--- src/hwr_pkg.sv ---
// package: constants and types for the halt/wake/watchdog reset controller
`default_nettype none
package hwr_pkg;
  localparam int          STARTUP_CYCLES  = 1024;
  localparam int          WDT_BASE_DIV    = 256;
  localparam int          RATIO_W         = 3;
  localparam logic [7:0]  PORT_RST        = 8'hff;
  localparam logic [7:0]  IRQ_CTRL_RST    = 8'h00;
  localparam logic [7:0]  WDOG_SEL_RST    = 8'h07;
  localparam logic [11:0] PC_RST          = 12'h000;
  localparam logic [2:0]  SP_TOP          = 3'h0;
  localparam logic [2:0]  SP_ZERO         = 3'h0;

  typedef enum logic [1:0] {
    HWR_RUN   = 2'b00,
    HWR_HALT  = 2'b01,
    HWR_DELAY = 2'b11,
    HWR_POR   = 2'b10
  } hwr_state_type;

  typedef struct packed {
    logic       timeout_flag;
    logic       powerdown_flag;
  } hwr_flags_type;

  typedef struct packed {
    logic       chip_reset;
    logic       warm_reset;
    logic       wake_next;
    logic       wake_irq;
  } hwr_events_type;
endpackage : hwr_pkg
`default_nettype wire

--- src/hwr_ctrl.sv ---
// halt, wake, watchdog and reset controller for a small 8-bit core
// How it works
// - watchdog overflow while running gives a full chip reset and sets timeout
// - watchdog overflow while halted gives a warm reset of pc and sp only
// - watchdog and prescaler clear on reset pin low after power-up, kick, or halt
// - single-kick option clears the watchdog on every kick
// - two-kick option clears only after both first and second kicks
// - halt stops the system clock; watchdog oscillator keeps running if selected
// - halt preserves ram, registers and port states
// - halt with watchdog oscillator clock restarts watchdog from zero
// - halt sets powerdown and clears timeout
// - halt ends on reset pin, interrupt, enabled port a fall, watchdog overflow
// - powerdown clears on power-up and on every kick that clears the watchdog
// - each port a line is a wake source by option; resumes next instruction
// - interrupt wake resumes next instruction if disabled or stack full
// - crystal clock waits 1024 cycles after wake; rc resumes at once
// - flags per cause: por 00, pin run uu, pin halt 01, wdt 1u, 11
// - startup delay on power-up and on crystal wake, skipped for reset-pin resets
// - chip reset sets pc 0, interrupts off, watchdog clear except after power-up, ports input, sp top
// - non-warm reset loads ports ff, interrupt_control_reg 00, watchdog select 07
// - watchdog oscillator clock is first divided by 256
// - three-bit ratio divides further from 1:1 up to 1:128
`timescale 1ns/1ns
`default_nettype none
module hwr_ctrl #(
  parameter int STARTUP_CYCLES = hwr_pkg::STARTUP_CYCLES,
  parameter int PC_W           = 12
) (
  input  wire logic                 i_clk,
  input  wire logic                 i_rst_b,
  input  wire logic                 i_external_clear_n,
  input  wire logic                 i_watchdog_tick,
  input  wire logic                 i_opt_wdt_enable,
  input  wire logic                 i_opt_wdt_osc_src,
  input  wire logic                 i_opt_single_kick,
  input  wire logic                 i_opt_crystal,
  input  wire logic [7:0]           i_opt_wake_mask,
  input  wire logic [7:0]           i_port_a,
  input  wire logic                 i_watchdog_kick,
  input  wire logic                 i_watchdog_kick_first,
  input  wire logic                 i_watchdog_kick_second,
  input  wire logic                 i_halt,
  input  wire logic                 i_irq,
  input  wire logic                 i_irq_enabled,
  input  wire logic                 i_stack_full,
  input  wire logic [7:0]           i_watchdog_select_wr,
  input  wire logic                 i_watchdog_select_we,
  output logic                      o_timeout_flag,
  output logic                      o_powerdown_flag,
  output logic                      o_sys_clk_en,
  output logic                      o_core_run,
  output logic                      o_halted,
  output logic                      o_chip_reset,
  output logic                      o_warm_reset,
  output logic                      o_wake_irq,
  output logic [PC_W-1:0]           o_program_counter_rst,
  output logic [2:0]                o_stack_pointer_rst,
  output logic [7:0]                o_port_rst,
  output logic [7:0]                o_interrupt_control_reg_rst,
  output logic [7:0]                o_watchdog_select_reg
);
  localparam int CNT_W = $clog2(STARTUP_CYCLES + 1);
  localparam int WDT_W = $clog2(hwr_pkg::WDT_BASE_DIV) + (1 << hwr_pkg::RATIO_W) - 1;
  localparam logic [CNT_W-1:0] START_LAST = CNT_W'(STARTUP_CYCLES - 1);

  typedef struct packed {
    hwr_pkg::hwr_state_type state;
    hwr_pkg::hwr_flags_type flags;
    logic [1:0]             rst_sync;
    logic                   rst_seen;
    logic [WDT_W-1:0]       watchdog_counter;
    logic                   kick1_seen;
    logic [CNT_W-1:0]       startup_delay_timer;
    logic [7:0]             port_a_prev;
    logic [7:0]             watchdog_select_reg;
    logic                   pending_irq;
    hwr_pkg::hwr_events_type ev;
  } hwr_st_type;

  hwr_st_type st;
  hwr_st_type next_st;

  logic [WDT_W-1:0] wdt_limit;
  logic             wdt_overflow;
  logic             wdt_clear;
  logic             pin_low;
  logic             pin_fall;
  logic [7:0]       port_fall;
  logic             port_wake;
  logic             tick_ok;

  ////////////////////////////////////////////////////////////////////////////
  always_comb begin
    // timeout length: 256 base stages times 2**ratio
    wdt_limit    = WDT_W'((hwr_pkg::WDT_BASE_DIV << st.watchdog_select_reg[hwr_pkg::RATIO_W-1:0])
                          - 1);
    // system-clock source stops counting in halt; the oscillator source does not
    tick_ok      = i_opt_wdt_enable && i_watchdog_tick &&
                   ((st.state != hwr_pkg::HWR_HALT) || i_opt_wdt_osc_src);
    wdt_overflow = tick_ok && (st.watchdog_counter == wdt_limit);
    pin_low      = !st.rst_sync[1];
    pin_fall     = pin_low && st.rst_seen;
    port_fall    = st.port_a_prev & ~i_port_a & i_opt_wake_mask;
    port_wake    = |port_fall;
    wdt_clear    = 1'b0;

    next_st                     = st;
    next_st.rst_sync            = {st.rst_sync[0], i_external_clear_n};
    next_st.rst_seen            = st.rst_sync[1];
    next_st.port_a_prev         = i_port_a;
    next_st.ev                  = '0;

    // kicks only count in run; the first kick may come before or with the second
    if (st.state == hwr_pkg::HWR_RUN && i_watchdog_kick_first && !i_opt_single_kick) begin
      next_st.kick1_seen = 1'b1;
    end
    if (st.state == hwr_pkg::HWR_RUN && i_opt_single_kick && i_watchdog_kick) begin
      wdt_clear = 1'b1;
    end
    if (st.state == hwr_pkg::HWR_RUN && !i_opt_single_kick && i_watchdog_kick_second &&
        (st.kick1_seen || i_watchdog_kick_first)) begin
      wdt_clear          = 1'b1;
      next_st.kick1_seen = 1'b0;
    end
    if (wdt_clear) begin
      next_st.flags.timeout_flag   = 1'b0;
      next_st.flags.powerdown_flag = 1'b0;
    end

    case (st.state)
      hwr_pkg::HWR_POR: begin
        // power-up: delay then chip reset with flags 00
        next_st.startup_delay_timer = st.startup_delay_timer + CNT_W'(1);
        if (st.startup_delay_timer == START_LAST) begin
          next_st.state     = hwr_pkg::HWR_RUN;
          next_st.ev.chip_reset = 1'b1;
        end
      end
      hwr_pkg::HWR_RUN: begin
        if (pin_low) begin
          // pin reset in run: flags unchanged, no startup delay
          next_st.ev.chip_reset = pin_fall;
          wdt_clear             = 1'b1;
          next_st.kick1_seen    = 1'b0;
        end else if (wdt_overflow) begin
          // an overflow in the cycle of a kick still resets: the set wins over the clear
          next_st.ev.chip_reset       = 1'b1;
          next_st.flags.timeout_flag  = 1'b1;
          wdt_clear                   = 1'b1;
          next_st.kick1_seen          = 1'b0;
        end else if (i_halt) begin
          next_st.state                = hwr_pkg::HWR_HALT;
          next_st.flags.powerdown_flag = 1'b1;
          next_st.flags.timeout_flag   = 1'b0;
          wdt_clear                    = 1'b1;
          next_st.kick1_seen           = 1'b0;
        end
      end
      hwr_pkg::HWR_HALT: begin
        next_st.startup_delay_timer = '0;
        if (pin_low) begin
          next_st.ev.chip_reset      = 1'b1;
          next_st.flags.timeout_flag = 1'b0;
          next_st.flags.powerdown_flag = 1'b1;
          next_st.state              = hwr_pkg::HWR_RUN;
          wdt_clear                  = 1'b1;
        end else if (wdt_overflow || i_irq || port_wake) begin
          if (wdt_overflow) begin
            next_st.flags.timeout_flag = 1'b1;
            next_st.ev.warm_reset      = !i_opt_crystal;
            wdt_clear                  = 1'b1;
          end
          next_st.pending_irq = !wdt_overflow && i_irq && i_irq_enabled && !i_stack_full;
          next_st.ev.wake_irq  = !i_opt_crystal && next_st.pending_irq;
          next_st.ev.wake_next = !i_opt_crystal && !wdt_overflow && !next_st.pending_irq;
          next_st.state        = i_opt_crystal ? hwr_pkg::HWR_DELAY : hwr_pkg::HWR_RUN;
        end
      end
      hwr_pkg::HWR_DELAY: begin
        next_st.startup_delay_timer = st.startup_delay_timer + CNT_W'(1);
        if (pin_low) begin
          next_st.ev.chip_reset = 1'b1;
          next_st.state         = hwr_pkg::HWR_RUN;
          wdt_clear             = 1'b1;
        end else if (st.startup_delay_timer == START_LAST) begin
          next_st.state        = hwr_pkg::HWR_RUN;
          next_st.ev.warm_reset = st.flags.timeout_flag;
          next_st.ev.wake_irq  = st.pending_irq && !st.flags.timeout_flag;
          next_st.ev.wake_next = !st.pending_irq && !st.flags.timeout_flag;
        end
      end
      default: begin
        next_st.state = hwr_pkg::HWR_POR;
      end
    endcase

    if (wdt_clear) begin
      next_st.watchdog_counter = '0;
    end else if (tick_ok) begin
      next_st.watchdog_counter = st.watchdog_counter + WDT_W'(1);
    end

    if (next_st.ev.chip_reset) begin
      next_st.watchdog_select_reg = hwr_pkg::WDOG_SEL_RST;
      next_st.pending_irq         = 1'b0;
    end else if (i_watchdog_select_we && st.state == hwr_pkg::HWR_RUN) begin
      next_st.watchdog_select_reg = i_watchdog_select_wr;
    end
  end

  ////////////////////////////////////////////////////////////////////////////
  always_ff @(posedge i_clk or negedge i_rst_b) begin
    if (!i_rst_b) begin
      st                     <= '0;
      st.state               <= hwr_pkg::HWR_POR;
      st.rst_sync            <= 2'b11;
      st.rst_seen            <= 1'b1;
      st.port_a_prev         <= hwr_pkg::PORT_RST;
      st.watchdog_select_reg <= hwr_pkg::WDOG_SEL_RST;
    end else begin
      st <= next_st;
    end
  end

  ////////////////////////////////////////////////////////////////////////////
  // reset values are offered to the core alongside the reset pulses
  assign o_timeout_flag              = st.flags.timeout_flag;
  assign o_powerdown_flag            = st.flags.powerdown_flag;
  assign o_sys_clk_en                = (st.state != hwr_pkg::HWR_HALT);
  assign o_core_run                  = (st.state == hwr_pkg::HWR_RUN) && !pin_low;
  assign o_halted                    = (st.state == hwr_pkg::HWR_HALT);
  assign o_chip_reset                = st.ev.chip_reset;
  assign o_warm_reset                = st.ev.warm_reset;
  assign o_wake_irq                  = st.ev.wake_irq;
  assign o_program_counter_rst       = PC_W'(hwr_pkg::PC_RST);
  assign o_stack_pointer_rst         = st.ev.warm_reset ? hwr_pkg::SP_ZERO : hwr_pkg::SP_TOP;
  assign o_port_rst                  = hwr_pkg::PORT_RST;
  assign o_interrupt_control_reg_rst = hwr_pkg::IRQ_CTRL_RST;
  assign o_watchdog_select_reg       = st.watchdog_select_reg;
endmodule : hwr_ctrl
`default_nettype wire

--- config.mk ---
export PLATFORM = sky130hd
export DESIGN_NAME = hwr_ctrl
export DESIGN_NICKNAME = d
export VERILOG_FILES = /design/src/hwr_pkg.sv /design/src/hwr_ctrl.sv
export SDC_FILE = /design/constraint.sdc
export NUM_CORES = 1
export LEC_CHECK = 0
export ABC_AREA = 1
export BUFFER_PORTS_ARGS = -buffer_cell sky130_fd_sc_hd__buf_2
export CELL_PAD_IN_SITES_DETAIL_PLACEMENT = 0
export CELL_PAD_IN_SITES_GLOBAL_PLACEMENT = 2
export CORE_MARGIN = 2
export CORE_UTILIZATION = 33
export DETAILED_ROUTE_END_ITERATION = 7
export PLACE_DENSITY_LB_ADDON = 0.1
export SLEW_MARGIN = 20
export SYNTH_ARGS = -nofsm -noshare
export SYNTH_HDL_FRONTEND = slang
export SYNTH_SLANG_ARGS = --single-unit
--- constraint.sdc ---
create_clock -name i_clk -period 5 [get_ports i_clk]
set_input_delay 0.5 -clock i_clk [delete_from_list [all_inputs] [get_ports i_clk]]
set_output_delay 0.5 -clock i_clk [all_outputs]
set_load 0.005 [all_outputs]
# Word-level counts from Yosys, hierarchy flattened
# Index checks and enable logic that the tools add are counted.
# W data, S select, Z words.
dict set report word_totals {
  elab_cells 127
  out_inout_bits 47
  input_bits 40
  reg_bits 54
}
dict set report classes {
  bitwise_logic 3
  n_shift 1
  n_reduce_logical 45
  n_mux 51
  eq_ne 10
  add_sub_neg 3
}
# operator count
set op_table {}
lappend op_table {{$mux W15} 2}
lappend op_table {{$mux W1} 28}
lappend op_table {{$pmux W11 S2} 1}
lappend op_table {{$logic_and A1 B1 Y1} 21}
lappend op_table {{$mux W3} 6}
lappend op_table {{$and A8 B8 Y8} 2}
lappend op_table {{$mux W8} 2}
lappend op_table {{$add A15 B1 Y15 const B} 1}
lappend op_table {{$eq A15 B15 Y1} 1}
lappend op_table {{$shl A9 B3 Y15 const A} 1}
lappend op_table {{$sub A15 B2 Y15 const B} 1}
lappend op_table {{$reduce_bool A2 Y1} 6}
lappend op_table {{$add A11 B1 Y11 const B} 1}
lappend op_table {{$eq A11 B10 Y1 const B} 1}
lappend op_table {{$mux W2} 5}
lappend op_table {{$logic_not A1 Y1} 8}
lappend op_table {{$mux W4} 2}
lappend op_table {{$not A8 Y8} 1}
lappend op_table {{$pmux W2 S4} 1}
lappend op_table {{$reduce_or A8 Y1} 1}
lappend op_table {{$ne A2 B2 Y1 const B} 3}
lappend op_table {{$pmux W1 S3} 2}
lappend op_table {{$pmux W3 S2} 1}
lappend op_table {{$eq A2 B2 Y1 const B} 2}
lappend op_table {{other kinds (9)} 13}

# Longest topological paths before layout
dict set report logic_depth {
  depth_word 13
  ltp_mapped 17
  depth_no_buf 17
}

# Worst setup path after synthesis
# OpenSTA, ideal clock, no wires.
dict set report synth_path {
  path_kind {register -> register}
  startpoint {register st, in the netlist o_watchdog_select_reg[1]}
  endpoint {register st, in the netlist o_watchdog_select_reg[3]}
  required_ps 4881
  setup_ps 119
  t_arrival_ps 1910
  path_stages_with_launch 16
  path_buffers 0
  synth_period_minus_slack_ps 2029
  setup_slack_ps 2971
  path_cell_list {dfstp_2 -> nor2_1 -> nand2_1 -> ha_1 -> nand2_1 -> inv_1 -> nor2_1 -> nand2_1 -> nor2_1 -> nand2_1 -> nor2_8 -> nand3_2 -> nand2_2 -> nand2_2 -> nand2_4 -> a21oi_2}
}
# element line
set synth_lines {}
lappend synth_lines {{from (decl)} hwr_ctrl.sv:80} ;# hwr_st_type st;
lappend synth_lines {{from (signal assigned)} hwr_ctrl.sv:221} ;# st <= next_st;

# Worst setup path in the final report
dict set report layout_path {
  startpoint {register st, in the netlist o_watchdog_select_reg[1]}
  endpoint {register st[42] (netlist bit)}
}
dict set report layout_via {
  elab_chain_len 10
  word_cells_on_any_way 14
  cone_classes {add/sub: 1; eq/ne: 1; shift: 1; mux: 7; reduce/logical: 4}
}
# element line
set layout_lines {}
lappend layout_lines {{$shl A9 B3 Y15 *} hwr_ctrl.sv:95} ;# wdt_limit = WDT_W'((hwr_pkg::WDT_BASE_DIV << st.watchdog_select_reg[hwr_pkg::RATIO_W-1:0])
lappend layout_lines {{$sub A15 B2 Y15 *} hwr_ctrl.sv:96} ;# - 1);
lappend layout_lines {{$eq A15 B15 Y1 *} hwr_ctrl.sv:100} ;# wdt_overflow = tick_ok && (st.watchdog_counter == wdt_limit);
lappend layout_lines {{$logic_and A1 B1 Y1 *} hwr_ctrl.sv:100}
lappend layout_lines {{$logic_or A1 B1 Y1 (2 in a row)} hwr_ctrl.sv:167} ;# end else if (wdt_overflow || i_irq || port_wake) begin
lappend layout_lines {{$mux W1} hwr_ctrl.sv:167}
lappend layout_lines {{$mux W1} hwr_ctrl.sv:161} ;# if (pin_low) begin
lappend layout_lines {{$pmux W1 S3 *} hwr_ctrl.sv:130} ;# case (st.state)
lappend layout_lines {{$mux W15 or $reduce_bool A2 Y1 (tied branches)} n/a}
# Mark *: on every way between the ends. The rest lies on a longest branch, timed or not.
# A chain may end at the register's enable or synchronous reset.

==> flow_summary_export.csv <==
group,metric,value,unit
critical_path,crit_chain,"nor2_1 -> nand2_1 -> ha_1 -> nand2_1 -> inv_1 -> nor2_1 -> nand2_1 -> nor2_1 -> nand2_1 -> nor2_8 -> nand3_4 -> nand2_4 -> nor2_1 -> nand2_1 -> o21ai_1",
sta,finalSetupTns,0,ps
power_and_ir_drop,p_per_area,268,mW/mm^2
sta,maxSlewHeadroom,51.9,%
finish,final_common_cell,"nand2_1",
power_and_ir_drop,seq_power_share,50.5,%
power_and_ir_drop,power.total,0.976,mW
finish,final_area,0.00365,mm^2
die,io_pins,87,
logic_synthesis,async_reset_ff_share,100,%
route,wl_met2,3.10,mm
die,die_w,104,um
sta,finalSetupViolations,0,
finish,drive_gt1_share,23.9,%
cts,cts_setup_buffers,0,
grt,grt_max_degree,55,
critical_path,cp.buffers_inverters,1,
logic_synthesis,synth_cell_types,43,
finish,regArea,0.00137,mm^2
finish,fin_nets,499,
sta,drv_slew,0,
grt,grt_overflow,0,
place,pre_cts_ws,2690,ps
cts,htreeDepth,2,
route,final_antenna_net_count,0,
power_and_ir_drop,netSwitchingPower,0.291,mW
sta,finalClockSkew,7.94,ps
power_and_ir_drop,intPower,0.685,mW
logic_synthesis,synthCells,408,
grt,globalRouteTotalUtil,13.9,%
sta,fin_crit,2310,ps
critical_path,max_stage_delay,420,ps
grt,grt_pass1_vias,2588,
cts,clk_pin_slew_worst_paths,100,ps
cts,cts_sinks,54,
cts,cts_buffer_depth,2,
route,drt_first_pass_iters,4,
cts,root_buffer,"clkbuf_8",
route,via_per_inst,4.42,
cts,clk_latency,310,ps
place,place_area,0.00354,mm^2
power_and_ir_drop,p_leak,1.78,nW
logic_synthesis,ys.flop_type,"dfrtp_1",
finish,largest_reg_flops,39,
cts,cts_tree,"built",
critical_path,cp-start-kind,"flop",
die,floorplan.initialDensity,33.9,%
power_and_ir_drop,switching_share,29.8,%
logic_synthesis,synth_top_cell_area_share,29.6,%
logic_synthesis,synth_edf_count,0,
grt,antenna_found_initial,0,
sta,clock.fmax,0.434,GHz
cts,cts-resized-gates,0,
place,routabilityCongestion,0.779,
sta,period_share,46.1,%
sta,final.setup.worst_slack,2690,ps
hold_path,hp-class,"in -> reg",
sta,worst_pin_slew,722,ps
critical_path,critPathTopFamily,"simple AND/OR/NAND/NOR gates",
grt,grt_pass1_wl,12.5,mm
finish,final_cell_mix,"nand2_1 (85), buf_2 (55), inv_1 (42)",
route,drtIter0Drc,108,
power_and_ir_drop,p_clk_share,30.4,%
cts,ctsHoldBuffers,0,
logic_synthesis,ys_top_cells_by_area,"dfrtp_1 (30%), dfstp_2 (12%), nand2_1 (9.7%)",
route,routedLengthMet1,3.63,mm
route,via_count,2608,
logic_synthesis,ys_seq_elements,54,
sta,whs,285,ps
route,drc,0,
critical_path,endpoint_kind,"flop",
route,met3_length,404,um
route,wl_per_cell,12.2,um
critical_path,cpMaxStageDelayCell,"dfstp_2",
place,dpl.hpwl,5.45,mm
die,core,0.00973,mm^2
place,portBuffers,55,
outcome,outcome,"finished, final reports clean",
logic_synthesis,avgSynthCellArea,8.09,um^2
critical_path,required,5200,ps
finish,diodes,0,
critical_path,crit_top_cell,"nand2_1",
flow_run,drv_cap,0,
logic_synthesis,syn-cell-area,0.00330,mm^2
critical_path,critPathMaxFanout,14,
critical_path,rrSetupSlack,2690,ps
sta,rsz0062_at_grt,"false",
power_and_ir_drop,power_frac_comb,19.1,%
logic_synthesis,ys_warn_count,0,
finish,fillCellCount,1051,
die,row_count,36,
critical_path,worstSetupPathType,"reg -> reg",
critical_path,crit_arrival,2510,ps
die,dieHeight,104,um
sta,hold_viol_final,0,
cts,cts_buffers,5,
power_and_ir_drop,max-vdd-ir-drop,0.121,mV
route,wirelength,7.21,mm
finish,syn_to_final_growth,10.4,%
die,die-area,0.0108,mm^2
route,top_layer_used,"met4",
logic_synthesis,synth_area_leader_cell,"dfrtp_1",
logic_synthesis,ys_seq_area_share,41.5,%
finish,multi_input_area,0.00155,mm^2
## kinds of logic after synthesis
family	Yosys count	share of synthesized area (%)
adders and majority gates	3	1.14
other	2	0.227
DFF	54	41.5
muxes	1	0.303
and+or+nand+nor	199	29.6
AOI/OAI and AO/OA	44	8.34
buffers and inverters	90	14.9
xor gates and xnor gates	15	3.98
## final cells by class
class	count	area share [%]
clock inverter	1	0.824
multi-input combinational	293	42.5
clock buffer	7	2.09
tap	133	4.56
inverter	46	4.74
sequential	54	37.6
timing repair buffer	56	7.76
## worst reg2reg max path, cell delays in order, from the launching register on
cell and delay [ps]:
dfstp_2 420, nor2_1 220, nand2_1 110, ha_1 330
nand2_1 80, inv_1 40, nor2_1 90, nand2_1 80
nor2_1 90, nand2_1 120, nor2_8 160, nand3_4 120
nand2_4 170, nor2_1 60, nand2_1 50, o21ai_1 60
## synth_stat cells (4+ instances only)
library cell,n
nor2_1,35
nor3_1,9
buf_4,39
inv_1,42
a21oi_2,6
xor2_1,13
nand3_1,29
nand2_1,85
a21oi_1,5
nand3b_1,9
dfrtp_1,39
dfstp_2,15
nand2_2,7
o21ai_1,4
o21ai_0,18
nand4_1,8
nand2_4,4
## stage by stage
stage               utilization, %  std cells
floorplan                        -        437
global placement              36.4        582
detailed placement            36.4        582
CTS                           37.5        590
global route                  37.5        590
finish                        37.5        590
## power by group through the flow
stage	Combinational, mW	Sequential (mW)	Clock, mW
2_1_floorplan	0.156	0.494	0
3_3_place_gp	0.192	0.501	0
3_5_place_dp	0.190	0.501	0
4_1_cts	0.191	0.494	0.312
5_1_grt	0.217	0.498	0.327
6_report	0.187	0.493	0.296
## worst paths after layout
| kind | cells past startpoint | start | endpoint |
|---|---|---|---|
| worst max-delay path | 15 | o_watchdog_select_reg[1] | st[42] |
| worst max register to register | 15 | o_watchdog_select_reg[1] | st[42] |
| max in group asynchronous | 2 | i_rst_b | o_watchdog_select_reg[5] |
| worst min register to register | 0 | next_st[50] | next_st[48] |
| min in group asynchronous | 2 | i_rst_b | o_timeout_flag |
| worst min-delay path | 1 | i_external_clear_n | next_st[50] |
## metal layers
layer / vias to the layer above / global-route usage [%]
met5: - / 0
met2: 69 / 22.2
li1: 1339 / -
met3: 5 / 3.20
met4: 0 / 3.19
met1: 1195 / 19.3
Power figures use the tool's default switching activity.
